$ cat config.mk
export PLATFORM = sky130hd
export DESIGN_NAME = ssb_serial_top
export DESIGN_NICKNAME = d
export VERILOG_FILES = /design/src/inc/ssb_pkg.sv /design/src/inc/ssb_tick_if.sv /design/src/hdl/ssb_rate_gen.sv /design/src/hdl/ssb_rx_sampler.sv /design/src/hdl/ssb_serial_top.sv
export SDC_FILE = /design/constraint.sdc
export NUM_CORES = 1
export LEC_CHECK = 0
export BUFFER_PORTS_ARGS = -buffer_cell sky130_fd_sc_hd__buf_2
export CAP_MARGIN = 20
export CELL_PAD_IN_SITES_DETAIL_PLACEMENT = 0
export CELL_PAD_IN_SITES_GLOBAL_PLACEMENT = 1
export CORE_MARGIN = 10
export CORE_UTILIZATION = 42
export CTS_CLUSTER_SIZE = 12
export DETAILED_ROUTE_END_ITERATION = 10
export GPL_ROUTABILITY_DRIVEN = 0
export PLACE_DENSITY = 0.88
export SETUP_SLACK_MARGIN = 0.1
export SYNTH_ARGS = -nofsm -noshare
export SYNTH_HDL_FRONTEND = slang
export SYNTH_SLANG_ARGS = --single-unit
$ cat constraint.sdc
create_clock -name ref_clk -period 3.2 [get_ports ref_clk]
set_input_delay 0.48 -clock ref_clk [delete_from_list [all_inputs] [get_ports ref_clk]]
set_output_delay 0.48 -clock ref_clk [all_outputs]
set_load 0.005 [all_outputs]
$ cat src/inc/ssb_pkg.sv
// Package with register map, field layout and reset values for the serial status block.
package ssb_pkg;

  // ==========================================================================
  // Register byte addresses.
  localparam logic [11:0] ADDR_STATUS = 12'h000;
  localparam logic [11:0] ADDR_DATA   = 12'h004;
  localparam logic [11:0] ADDR_RATE   = 12'h008;
  localparam logic [11:0] ADDR_CTRL   = 12'h00C;
  localparam logic [11:0] ADDR_PORT   = 12'h010;

  // ==========================================================================
  // Status register bit positions; bit 0 reads as zero.
  localparam int BIT_TXE  = 7;
  localparam int BIT_TXC  = 6;
  localparam int BIT_RXF  = 5;
  localparam int BIT_IDL  = 4;
  localparam int BIT_OVR  = 3;
  localparam int BIT_NSE  = 2;
  localparam int BIT_FRM  = 1;

  // ==========================================================================
  // Rate register layout and reset value (fastest prescaler).
  localparam int          RATE_PRE_LO   = 4;
  localparam int          RATE_PRE_HI   = 6;
  localparam int          RATE_DIV_LO   = 0;
  localparam logic [7:0]  RATE_RESET    = 8'h00;

  // ==========================================================================
  // Control register layout.
  localparam int BIT_TX_EN  = 0;
  localparam int BIT_RX_EN  = 1;
  localparam int BIT_WAKEUP = 2;
  localparam int BIT_BREAK  = 3;
  localparam logic [7:0]  CTRL_RESET    = 8'h00;

  // ==========================================================================
  // Port direction reset value: all shared pins inputs.
  localparam logic [5:0]  PORT_DIR_RESET = 6'h00;

  // Oversampling ratio per bit and idle length in bit times.
  localparam int          OVERSAMPLE    = 16;
  localparam int          IDLE_BITS     = 10;
  localparam int          FRAME_BITS    = 10;

endpackage : ssb_pkg

$ cat src/inc/ssb_tick_if.sv
// Interface carrying the baud ticks from the rate generator to the serial logic.
`timescale 1ns/1ps
interface ssb_tick_if;
  logic       tick16;
  logic [7:0] rate;

  modport gen (input rate, output tick16);
  modport use_side (output rate, input tick16);
endinterface : ssb_tick_if

$ cat src/hdl/ssb_rate_gen.sv
// Rate generator: prescaler followed by a power-of-two divider.
`timescale 1ns/1ps
module ssb_rate_gen (
  // Clock and reset
  input  wire logic ref_clk,
  input  wire logic rst,
  // Tick carrier
  ssb_tick_if.gen   tk
);

  logic [3:0]  pre_cnt_r;
  logic [7:0]  div_cnt_r;
  logic [3:0]  pre_max;
  logic [7:0]  div_max;
  logic        pre_tick;
  logic        tick_r;

  // Prescale ratio 1, 3, 4 or 13 from the low prescaler bits; high bit selects divide by 16.
  always_comb begin
    unique case (tk.rate[ssb_pkg::RATE_PRE_HI -: 3])
      3'b000:  pre_max = 4'h0;
      3'b001:  pre_max = 4'h2;
      3'b010:  pre_max = 4'h3;
      3'b011:  pre_max = 4'hC;
      default: pre_max = 4'hF;    // High bit set; low bits expected zero.
    endcase
    div_max = 8'((8'h01 << tk.rate[ssb_pkg::RATE_DIV_LO +: 3]) - 8'h01);
  end

  assign pre_tick = (pre_cnt_r >= pre_max);

  // Prescaler counter feeds the divider stage.
  always_ff @(posedge ref_clk) begin
    if (rst) begin
      pre_cnt_r <= 4'h0;
    end else if (pre_tick) begin
      pre_cnt_r <= 4'h0;
    end else begin
      pre_cnt_r <= pre_cnt_r + 4'h1;
    end
  end

  // Divider counter selected by the rate divider field.
  always_ff @(posedge ref_clk) begin
    if (rst) begin
      div_cnt_r <= 8'h00;
      tick_r    <= 1'b0;
    end else begin
      tick_r <= 1'b0;
      if (pre_tick) begin
        if (div_cnt_r >= div_max) begin
          div_cnt_r <= 8'h00;
          tick_r    <= 1'b1;
        end else begin
          div_cnt_r <= div_cnt_r + 8'h01;
        end
      end
    end
  end

  assign tk.tick16 = tick_r;

endmodule : ssb_rate_gen

$ cat src/hdl/ssb_rx_sampler.sv
// Majority-vote sampler: three samples around mid-bit, noise when they disagree.
`timescale 1ns/1ps
module ssb_rx_sampler (
  // Clock and reset
  input  wire logic       ref_clk,
  input  wire logic       rst,
  // Sampling control
  input  wire logic       take,
  input  wire logic       line,
  input  wire logic [1:0] idx,
  // Result
  output logic            bit_val,
  output logic            noisy
);

  logic [2:0] smp_r;

  // Capture samples 7, 8 and 9 of a bit.
  always_ff @(posedge ref_clk) begin
    if (rst) begin
      smp_r <= 3'h7;
    end else if (take) begin
      smp_r[idx] <= line;
    end
  end

  assign bit_val = (smp_r[0] & smp_r[1]) | (smp_r[1] & smp_r[2]) | (smp_r[0] & smp_r[2]);
  assign noisy   = !((smp_r == 3'h0) || (smp_r == 3'h7));

endmodule : ssb_rx_sampler

$ cat src/hdl/ssb_serial_top.sv
// Serial status flags, rate selection and a compact transmitter and receiver.
//
// The register addresses and the APB register port are this design's own decisions.
`timescale 1ns/1ps

// What this block does
// - Shared port pins reset as inputs with all direction bits cleared.
// - Status flags form the request inputs of the serial interrupt.
// - Transmit-empty flag is set whenever no character waits to send.
// - Status read with transmit-empty set, then data write, clears it.
// - Transmit-complete is set when idle, reads zero while sending.
// - Status read with transmit-complete set, then data write, clears it.
// - Receive-full is set once a received character is readable.
// - Status read with receive-full set, then data read, clears it.
// - Idle flag is set when the receive line is idle.
// - After clearing, idle needs line activity before it sets again.
// - Idle flag is suppressed while receiver wake-up control is one.
// - Status read with idle set, then data read, clears it.
// - Overrun is set when a character completes before the previous was read.
// - Status read with overrun set, then data read, clears it.
// - Noise is set when majority samples of a bit disagree.
// - Status read with noise set, then data read, clears it.
// - Framing error is set when stop bit is sampled as zero.
// - Status read with framing error set, then data read, clears it.
// - Prescaler divides the clock feeding the rate divider.
// - Prescaler resets to fastest rate and can be rewritten anytime.
module ssb_serial_top (
  // Clock and reset
  input  wire logic        ref_clk,
  input  wire logic        rst,
  // APB slave
  input  wire logic        psel,
  input  wire logic        penable,
  input  wire logic        pwrite,
  input  wire logic [11:0] paddr,
  input  wire logic [31:0] pwdata,
  output logic             pready,
  output logic [31:0]      prdata,
  output logic             pslverr,
  // Shared port pins
  input  wire logic [5:0]  port_in,
  output logic [5:0]       port_out,
  output logic [5:0]       port_oe,
  // Interrupt request lines
  output logic [6:0]       serial_irq_req
);

  // ==========================================================================
  // Bus decode.
  logic wr_acc;
  logic rd_acc;
  logic hit;
  assign pready  = 1'b1;
  assign hit     = (paddr == ssb_pkg::ADDR_STATUS) || (paddr == ssb_pkg::ADDR_DATA) ||
                   (paddr == ssb_pkg::ADDR_RATE) || (paddr == ssb_pkg::ADDR_CTRL) ||
                   (paddr == ssb_pkg::ADDR_PORT);
  assign pslverr = psel && penable && !hit;
  assign wr_acc  = psel && penable && pwrite && hit;
  assign rd_acc  = psel && penable && !pwrite && hit;

  logic [7:0] rate_r;
  logic [7:0] ctrl_r;
  logic [5:0] dir_r;
  logic [5:0] pout_r;
  logic [7:0] tx_hold_r;
  logic       tx_full_r;
  logic [7:0] rx_data_r;
  logic       txc_r;
  logic       rxf_r;
  logic       idl_r;
  logic       ovr_r;
  logic       nse_r;
  logic       frm_r;
  logic       idle_armed_r;
  logic [6:0] seen_r;
  logic [7:0] status;

  // Rate register: written at any time, resets to the fastest prescale.
  always_ff @(posedge ref_clk) begin
    if (rst) begin
      rate_r <= ssb_pkg::RATE_RESET;
    end else if (wr_acc && paddr == ssb_pkg::ADDR_RATE) begin
      rate_r <= pwdata[7:0];
    end
  end

  // Control register.
  always_ff @(posedge ref_clk) begin
    if (rst) begin
      ctrl_r <= ssb_pkg::CTRL_RESET;
    end else if (wr_acc && paddr == ssb_pkg::ADDR_CTRL) begin
      ctrl_r <= pwdata[7:0];
    end
  end

  // Port direction and output latches; pins start as inputs.
  always_ff @(posedge ref_clk) begin
    if (rst) begin
      dir_r  <= ssb_pkg::PORT_DIR_RESET;
      pout_r <= 6'h00;
    end else if (wr_acc && paddr == ssb_pkg::ADDR_PORT) begin
      dir_r  <= pwdata[13:8];
      pout_r <= pwdata[5:0];
    end
  end

  // ==========================================================================
  // Rate generator.
  ssb_tick_if tk ();
  assign tk.rate = rate_r;
  ssb_rate_gen u_rate (
    .ref_clk (ref_clk),
    .rst     (rst),
    .tk      (tk)
  );

  // ==========================================================================
  // Transmitter on pin 1.
  logic [9:0] tx_sh_r;
  logic [3:0] tx_bit_r;
  logic [3:0] tx_ph_r;
  logic       tx_busy_r;
  logic       tx_line;
  logic       tx_load;
  logic       tx_bit_end;
  logic       data_wr;
  logic       data_rd;
  logic       stat_rd;

  assign data_wr    = wr_acc && paddr == ssb_pkg::ADDR_DATA;
  assign data_rd    = rd_acc && paddr == ssb_pkg::ADDR_DATA;
  assign stat_rd    = rd_acc && paddr == ssb_pkg::ADDR_STATUS;
  assign tx_bit_end = tk.tick16 && tx_ph_r == 4'hF;
  assign tx_load    = !tx_busy_r && tx_full_r && ctrl_r[ssb_pkg::BIT_TX_EN];
  assign tx_line    = tx_busy_r ? tx_sh_r[0] : !ctrl_r[ssb_pkg::BIT_BREAK];

  // Holding buffer: write fills it, shifter load empties it.
  always_ff @(posedge ref_clk) begin
    if (rst) begin
      tx_hold_r <= 8'h00;
      tx_full_r <= 1'b0;
    end else if (data_wr) begin
      tx_hold_r <= pwdata[7:0];
      tx_full_r <= 1'b1;
    end else if (tx_load) begin
      tx_full_r <= 1'b0;
    end
  end

  // Shift one start bit, eight data bits and a stop bit.
  always_ff @(posedge ref_clk) begin
    if (rst) begin
      tx_sh_r   <= 10'h3FF;
      tx_bit_r  <= 4'h0;
      tx_ph_r   <= 4'h0;
      tx_busy_r <= 1'b0;
    end else if (tx_load) begin
      tx_sh_r   <= {1'b1, tx_hold_r, 1'b0};
      tx_bit_r  <= 4'h0;
      tx_ph_r   <= 4'h0;
      tx_busy_r <= 1'b1;
    end else if (tx_busy_r && tk.tick16) begin
      tx_ph_r <= tx_ph_r + 4'h1;
      if (tx_bit_end) begin
        tx_sh_r <= {1'b1, tx_sh_r[9:1]};
        if (tx_bit_r == 4'(ssb_pkg::FRAME_BITS - 1)) begin
          tx_busy_r <= 1'b0;
        end
        tx_bit_r <= tx_bit_r + 4'h1;
      end
    end
  end

  // Transmit-complete follows transmitter idle but stays clear after a
  // qualified write until the next frame ends.
  always_ff @(posedge ref_clk) begin
    if (rst) begin
      txc_r <= 1'b1;
    end else if (tx_busy_r || tx_load || ctrl_r[ssb_pkg::BIT_BREAK]) begin
      txc_r <= 1'b0;
    end else if (data_wr && seen_r[5] && !tx_busy_r) begin
      txc_r <= 1'b0;
    end else if (!tx_full_r) begin
      txc_r <= 1'b1;
    end
  end

  // ==========================================================================
  // Receiver on pin 0.
  logic [3:0] rx_ph_r;
  logic [3:0] rx_bit_r;
  logic [7:0] rx_sh_r;
  logic       rx_busy_r;
  logic       rx_noise_r;
  logic       rx_line;
  logic       smp_take;
  logic [1:0] smp_idx;
  logic       smp_bit;
  logic       smp_noisy;
  logic       rx_eval;
  logic       rx_done;
  logic [3:0] idle_cnt_r;
  logic [3:0] idle_ph_r;
  logic       line_idle;

  assign rx_line  = port_in[0];
  assign smp_take = rx_busy_r && tk.tick16 && rx_ph_r >= 4'h7 && rx_ph_r <= 4'h9;
  assign smp_idx  = 2'(rx_ph_r - 4'h7);
  assign rx_eval  = rx_busy_r && tk.tick16 && rx_ph_r == 4'hA;
  assign rx_done  = rx_eval && rx_bit_r == 4'(ssb_pkg::FRAME_BITS - 1);

  ssb_rx_sampler u_smp (
    .ref_clk (ref_clk),
    .rst     (rst),
    .take    (smp_take),
    .line    (rx_line),
    .idx     (smp_idx),
    .bit_val (smp_bit),
    .noisy   (smp_noisy)
  );

  // Frame receiver: start edge, sixteen ticks per bit, evaluate after votes.
  always_ff @(posedge ref_clk) begin
    if (rst) begin
      rx_ph_r    <= 4'h0;
      rx_bit_r   <= 4'h0;
      rx_sh_r    <= 8'h00;
      rx_busy_r  <= 1'b0;
      rx_noise_r <= 1'b0;
    end else if (!rx_busy_r) begin
      if (!rx_line && ctrl_r[ssb_pkg::BIT_RX_EN]) begin
        rx_busy_r  <= 1'b1;
        rx_ph_r    <= 4'h0;
        rx_bit_r   <= 4'h0;
        rx_noise_r <= 1'b0;
      end
    end else if (tk.tick16) begin
      rx_ph_r <= rx_ph_r + 4'h1;
      if (rx_eval) begin
        rx_noise_r <= rx_noise_r | smp_noisy;
        if (rx_bit_r >= 4'h1 && rx_bit_r <= 4'h8) begin
          rx_sh_r <= {smp_bit, rx_sh_r[7:1]};
        end
        if (rx_done || (rx_bit_r == 4'h0 && smp_bit)) begin
          rx_busy_r <= 1'b0;
        end
      end
      if (rx_ph_r == 4'hF) begin
        rx_bit_r <= rx_bit_r + 4'h1;
      end
    end
  end

  // Idle detection: a full character time of marks while not receiving.
  assign line_idle = idle_cnt_r == 4'(ssb_pkg::IDLE_BITS);
  always_ff @(posedge ref_clk) begin
    if (rst) begin
      idle_cnt_r <= 4'h0;
      idle_ph_r  <= 4'h0;
    end else if (!rx_line || rx_busy_r) begin
      idle_cnt_r <= 4'h0;
      idle_ph_r  <= 4'h0;
    end else if (tk.tick16 && !line_idle) begin
      idle_ph_r <= idle_ph_r + 4'h1;
      if (idle_ph_r == 4'hF) begin
        idle_cnt_r <= idle_cnt_r + 4'h1;
      end
    end
  end

  // ==========================================================================
  // Status flags with the read-then-access clear; set wins over clear for the receive and idle flags.
  logic data_clr_rd;
  assign data_clr_rd = data_rd;

  // Remember which flags a status read observed set.
  always_ff @(posedge ref_clk) begin
    if (rst) begin
      seen_r <= 7'h00;
    end else if (stat_rd) begin
      seen_r <= status[7:1];
    end else if (data_rd || data_wr) begin
      seen_r <= 7'h00;
    end
  end

  // Received data, full, overrun, noise and framing flags.
  always_ff @(posedge ref_clk) begin
    if (rst) begin
      rx_data_r <= 8'h00;
      rxf_r     <= 1'b0;
      ovr_r     <= 1'b0;
      nse_r     <= 1'b0;
      frm_r     <= 1'b0;
    end else if (rx_done) begin
      if (rxf_r && !(data_clr_rd && seen_r[4])) begin
        ovr_r <= 1'b1;
      end else begin
        rx_data_r <= rx_sh_r;
        rxf_r     <= 1'b1;
        if (data_clr_rd && seen_r[2]) ovr_r <= 1'b0;
        nse_r     <= rx_noise_r | smp_noisy;
        frm_r     <= !smp_bit;
      end
    end else if (data_clr_rd) begin
      if (seen_r[4]) rxf_r <= 1'b0;
      if (seen_r[2]) ovr_r <= 1'b0;
      if (seen_r[1]) nse_r <= 1'b0;
      if (seen_r[0]) frm_r <= 1'b0;
    end
  end

  // Idle flag: rearmed only by line activity, held off by wake-up control.
  always_ff @(posedge ref_clk) begin
    if (rst) begin
      idl_r        <= 1'b0;
      idle_armed_r <= 1'b1;
    end else begin
      if (!rx_line) begin
        idle_armed_r <= 1'b1;
      end
      if (ctrl_r[ssb_pkg::BIT_WAKEUP]) begin
        idl_r <= 1'b0;
      end else if (line_idle && idle_armed_r) begin
        idl_r        <= 1'b1;
        idle_armed_r <= 1'b0;
      end else if (!line_idle) begin
        idl_r <= 1'b0;
      end else if (data_clr_rd && seen_r[3]) begin
        idl_r <= 1'b0;
      end
    end
  end

  // Status view; transmit-empty tracks the holding buffer directly.
  always_comb begin
    status = 8'h00;
    status[ssb_pkg::BIT_TXE] = !tx_full_r;
    status[ssb_pkg::BIT_TXC] = txc_r;
    status[ssb_pkg::BIT_RXF] = rxf_r;
    status[ssb_pkg::BIT_IDL] = idl_r;
    status[ssb_pkg::BIT_OVR] = ovr_r;
    status[ssb_pkg::BIT_NSE] = nse_r;
    status[ssb_pkg::BIT_FRM] = frm_r;
  end

  assign serial_irq_req = status[7:1];

  // ==========================================================================
  // Read data mux, registered during the setup phase.
  always_ff @(posedge ref_clk) begin
    if (rst) begin
      prdata <= 32'h0000_0000;
    end else if (psel && !penable && !pwrite) begin
      unique case (paddr)
        ssb_pkg::ADDR_STATUS: prdata <= {24'h000000, status};
        ssb_pkg::ADDR_DATA:   prdata <= {24'h000000, rx_data_r};
        ssb_pkg::ADDR_RATE:   prdata <= {24'h000000, rate_r};
        ssb_pkg::ADDR_CTRL:   prdata <= {24'h000000, ctrl_r};
        ssb_pkg::ADDR_PORT:   prdata <= {18'h00000, dir_r, 2'h0, port_in};
        default:              prdata <= 32'h0000_0000;
      endcase
    end
  end

  // ==========================================================================
  // Pin drive: the transmit line takes over pin 1 when enabled; direction rules the rest.
  always_comb begin
    port_oe  = dir_r;
    port_out = pout_r;
    if (ctrl_r[ssb_pkg::BIT_TX_EN]) begin
      port_oe[1]  = 1'b1;
      port_out[1] = tx_line;
    end
  end

endmodule : ssb_serial_top

==> results of run 1 <==
## per-layer routing
metal,part of all wire (%),track usage [%]
met1,48,17.95
met2,45,21.63
met3,6.6,3.673
met4,1.2,4.997
met5,0.054,0
## cells in the mapped netlist (3+ instances only)
cell        n
dfxtp_1   132
nand2_1    82
nor2_1     78
a21oi_1    55
mux2i_1    38
buf_4      36
clkbuf_1   35
nand3_1    34
ha_1       31
o21ai_0    24
inv_1      16
or2_2      13
a31oi_1    12
nand2b_1   12
nand3b_1   12
nor3_1     12
xor2_1     12
nand4_1    11
and3_1     10
a211oi_1    8
nor3b_1     7
a22o_1      6
a22oi_1     6
xnor2_1     6
a311oi_1    5
and2_1      5
or3_1       5
nor2b_1     4
nand4b_1    3
o31ai_1     3
## cells by family after synthesis
logic type               Yosys count
other                              2
multiplexers                      42
AND/OR/NAND/NOR                  302
flip-flops                       132
adder cells (fa/ha/maj)           32
XOR/XNOR                          18
buffers and inverters             90
AO/OA/AOI/OAI                    131
## per-stage QoR
step	power [mW]	utilization, %	setup slack (ns)	area [sq um]
6_report	3.724	48.44	0.8388	7337
5_1_grt	3.845	48.44	0.6796	7337
4_1_cts	3.759	48.44	0.8389	7337
3_5_place_dp	1.821	44.52	0.6435	6743
3_3_place_gp	1.821	44.52	0.6954	6743
2_1_floorplan	1.785	-	0.8297	6524
## worst max path at each step
stage | start | cells after the start | end
after floorplan | rate_r[4] | 9 | u_rate.div_cnt_r[7]
after CTS | rate_r[4] | 9 | u_rate.div_cnt_r[7]
after detailed placement | paddr[9] | 6 | dir_r[5]
final | rate_r[4] | 9 | u_rate.div_cnt_r[7]
after global routing | rate_r[4] | 9 | u_rate.div_cnt_r[7]
after global placement | paddr[9] | 6 | dir_r[4]
## layout make-up
class / instances / share of cell area (%)
Multi-Input combinational cell: 545 / 46.44
Inverter: 16 / 0.8186
Clock inverter: 15 / 2.302
Clock buffer: 17 / 5.798
Sequential cell: 132 / 36.02
Timing Repair Buffer: 76 / 5.423
Tap cell: 188 / 3.206
## worst max-delay path, delay by kind of cell (launching register included)
family | cells | cell delay (ns)
AO/OA/AOI/OAI | 3 | 0.40
adder cells (fa/ha/maj) | 1 | 0.27
buffers and inverters | 2 | 0.23
flip-flops | 1 | 0.42
AND/OR/NAND/NOR | 3 | 0.99
## flip-flops by register name, summed over array words and instances (netlist names), 8 cells and up
name,cells
prdata,14
tx_sh_r,9
ctrl_r,8
rate_r,8
tx_hold_r,8
rx_data_r,8
u_rate.div_cnt_r,8
rx_sh_r,8
## where the power goes
part           switching (mW)  internal (mW)
Sequential            0.00731           1.65
Combinational          0.0844         0.0453
Clock                   0.773           1.16
Total                   0.864           2.86
## cell usage in the layout, fill, tap and decap left out, drive strengths merged, types with 3 or more instances in the layout
cell        n
dfxtp     132
nand2      82
nor2       78
buf        76
a21oi      55
mux2i      38
nand3      34
ha         31
o21ai      24
inv        22
conb       20
clkbuf     17
or2        13
a31oi      13
nand4      13
xor2       12
nor3       12
nand3b     12
nand2b     12
and3       10
a211oi      8
nor3b       7
a22o        6
xnor2       6
a22oi       6
or3         5
and2        5
a311oi      5
nor2b       4
clkinvlp    4
nand4b      3
o31ai       3
clkinv      3
nor4b       3
==> flow_summary.ini, run 1 <==
[worst_hold_path]
hold_start = pwdata[12]
holdPathEnd = dir_r[4]
hold_depth = 3
min_path_type = in -> reg

[clock_tree]
cts_setup_buffers = 0
clk_pin_slew_ns = 0.06
cts_tree = done
worstSkewPairLatency_ns = 0.41
htree_levels = 4
numCtsBuffers = 17
ctsHoldBuffers = 0
post_cts_resized = 0
clock_sinks = 132
clock-root-buffer = clkbuf_16
clock_path_buffers = 2

[setup_path]
reg2reg_slack_ns = 0.84
end_kind = flop
crit_fanout = 9
path_class = reg -> reg
r2r_cells = 9
critPathMaxStageDelay_ns = 0.53
cp.arrival_ns = 2.71
cp-start-kind = flop
r2r-start = rate_r[4]
crit_slowest_cell = or4_1
r2r_end = u_rate.div_cnt_r[7]
required_ns = 3.55
path_cells = inv_1, a21o_1, ha_1, nand2b_1, a2111oi_0, buf_4, or2_2, or4_1, a21oi_1

[global_routing]
antenna_found_initial = 1
grt_max_degree = 65
overflow = 0
grt_pass1_wl_microns = 23520
grt_usage_pct = 13.85
grt_pass1_vias = 4754

[sta]
finClkSkew_ns = 0.006858
period_needed_ns = 2.361
rsz0062_at_grt = false
tightest_slew_ns = 0.7343
finalCritPeriodShare_pct = 73.79
finalHoldViolCount = 0
slew_headroom_pct = 50.90
final-setup-viol-count = 0
timing.fmax_mhz = 423.5
hold_slack_ns = 0.3066
slew_viol_final = 0
fin_tns_setup_ns = 0

[finish]
fillers = 1450
register_area_sq_um = 2643
final_layout_size_suffix_gt1_share_pct = 16.60
multi_input_area_sq_um = 3407
n_antenna_cell = 0
nets = 874
area_delta_synth_final_pct = 13.64
fin_cells = 989

[job]
maxCapViolations = 0

[logic_synthesis]
synth_fa_ha_area_share_pct = 6.163
async_reset_ff_share_pct = 0
synth_compound_area_share_pct = 12.48
synth_area_sq_um = 6456
synth_top_area_cell = dfxtp_1
ys_types = 56
synthSimpleGateAreaFrac_pct = 23.59
synthCells = 749
synth_edf_count = 0
syn_area_per_cell_sq_um = 8.620
ys_seq_area_share_pct = 40.93
synth-main-ff-cell = dfxtp_1
synthMuxAreaShare_pct = 6.938
synth_xor_area_share_pct = 2.442
ys_seq_elements = 132
synth.top_cell.area_share_pct = 40.93
yosysWarnings = 0
synth_top_family_by_area = simple AND/OR/NAND/NOR gates
synth_area_leaders = dfxtp_1 41%, ha_1 6.0%, mux2i_1 5.9%, nand2_1 4.8%, nor2_1 4.5%

[placed_design]
dpl.hpwl_microns = 10550
place_inst = 957
io_buffer_count = 70

[routing]
drt_iter0_markers = 288
vias = 5175
drt.antenna.violating_nets = 0
wl_per_cell_microns = 14.91
wirelength_microns = 14750
dr.pass1.iters = 4
drcViolationCount = 0
vias_per_cell = 5.233

[die]
die_w_microns = 144.0
ios = 108
die_area_sq_um = 20730
initial_core_util_pct = 42.63
rows = 45
design.core.area_sq_um = 15150
die_y_microns = 144.0

[power]
p_leak_nw = 3.045
ir_worst_vdd_uv = 338.1
power.density_nw_per_um2 = 507.5

[run_status]
status = completed
(Power assumes the default switching activity.)
==> run 2: changes to the inputs <==
CORE_UTILIZATION = 38   (was 42)
PLACE_DENSITY = 0.85   (was 0.88)
clock period = 2.1 ns   (was 3.2 ns; I/O delays follow)
==> flow_summary.ini, run 2 (same netlist as run 1, synthesis figures left out) <==
[sta]
slew_headroom_pct = 62.01
tightest_slew_ns = 0.5671
slew_viol_final = 0
rsz0062_at_grt = true
finalHoldViolCount = 0
finalCritPeriodShare_pct = 94.09
period_needed_ns = 1.976
finClkSkew_ns = 0.009396
timing.fmax_mhz = 506.1
hold_slack_ns = 0.1285
final-setup-viol-count = 0

[clock_tree]
ctsHoldBuffers = 0
clock-root-buffer = clkbuf_16
htree_levels = 4
clock_path_buffers = 2
worstSkewPairLatency_ns = 0.42
clock_sinks = 132
clk_pin_slew_ns = 0.06
cts_tree = done
numCtsBuffers = 17

[setup_path]
reg2reg_slack_ns = 0.12
cp-startpoint = rate_r[4]
r2r_end = u_rate.div_cnt_r[7]
cp-start-kind = flop
cp.arrival_ns = 2.34
end_kind = flop
endpoint = u_rate.div_cnt_r[7]
r2r-start = rate_r[4]
r2r_cells = 8
required_ns = 2.46
path_class = reg -> reg
crit_fanout = 7

[finish]
register_area_sq_um = 2651
n_antenna_cell = 0
utilization_pct = 47.32
top_regs = prdata: 14 flops, tx_sh_r: 9 flops
mostFrequentLayoutCells = 129 x dfxtp_1, 82 x nand2_1, 77 x nor2_1
multi_input_area_sq_um = 3483
nets = 912
area_delta_synth_final_pct = 21.98
largest_reg_flops = 14
final_layout_size_suffix_gt1_share_pct = 22.29
fillers = 1578
final_common_cell = dfxtp_1
stdcell_area_sq_um = 7875
largest-register = prdata

[power]
ir_worst_vdd_uv = 679.2
power.density_nw_per_um2 = 761.8
p_leak_nw = 3.314

[placed_design]
dpl.hpwl_microns = 11310
io_buffer_count = 70
dpl_cell_area_sq_um = 7137

[die]
die_y_microns = 150.3
ios = 108
die_w_microns = 150.3
design.core.area_sq_um = 16640
initial_core_util_pct = 38.79
die_area_sq_um = 22600
rows = 47

[global_routing]
grt_usage_pct = 13.92
grt_max_degree = 44
antenna_found_initial = 0
grt_pass1_vias = 5098
overflow = 0
grt_pass1_wl_microns = 25620

[job]
maxCapViolations = 0

[routing]
drt.antenna.violating_nets = 0
drt_iter0_markers = 336
vias = 5315
vias_per_cell = 5.019
wirelength_microns = 15620
drcViolationCount = 0
wl_per_cell_microns = 14.75
dr.pass1.iters = 5

[worst_hold_path]
min_path_type = in -> reg

[run_status]
status = completed
-- run 2: worst min-delay path by stage --
stage | endpoint | cells after the start | startpoint
after global placement | prdata[10] | 2 | prdata[10]
final | dir_r[3] | 3 | pwdata[11]
after global routing | dir_r[0] | 3 | pwdata[8]
after floorplan | idle_armed_r | 1 | idle_armed_r
after CTS | dir_r[3] | 3 | pwdata[11]
after detailed placement | pout_r[3] | 2 | pout_r[3]
-- run 2: stage by stage --
stage	worst slack, ns	cells	total power [mW]	setup TNS (ns)
finish	0.1242	1059	5.999	0
global route	0.02045	1059	6.192	0
CTS	0.09932	1059	6.060	0
detailed placement	-0.03917	1027	2.801	-0.07073
global placement	0.01047	1027	2.801	0
floorplan	-0.02725	767	2.721	-0.04731
-- run 2: area by class of cell --
cell class	instances	area share, %
multi-input combinational	545	44.23
sequential	132	33.67
clock inverter	15	2.923
clock buffer	17	5.402
inverter	16	0.7626
timing repair buffer	114	9.517
tap	220	3.495
-- run 2: worst max-delay path, cell delays in order (launching register included) --
cell	delay (ns)
dfxtp_4	0.37
inv_2	0.04
a21o_1	0.19
ha_4	0.27
nand2b_4	0.12
a2111oi_4	0.08
or2_4	0.30
or4_4	0.42
a21oi_2	0.13
-- run 2: power by group --
group,internal (mW),switching (mW),total (mW),leakage [nW]
Sequential,2.51,0.00904,2.52,1.07
Combinational,0.0877,0.142,0.230,1.94
Clock,2.12,1.13,3.25,0.310
-- run 2: metal layers --
metal / GRT usage (%) / share of wire [%] / vias up
li1: - / - / 2715
met1: 17.94 / 47 / 2476
met2: 21.74 / 46 / 108
met3: 3.932 / 6.1 / 16
met4: 5.005 / 1.2 / 0
met5: 0 / 0 / -
-- run 2: what timing repair did --
item                                    4_1_cts  5_1_grt
buffers inserted                              0        0
resized for setup                             8       13
pin swaps                                     2        9
endpoints found under the setup margin       13       11
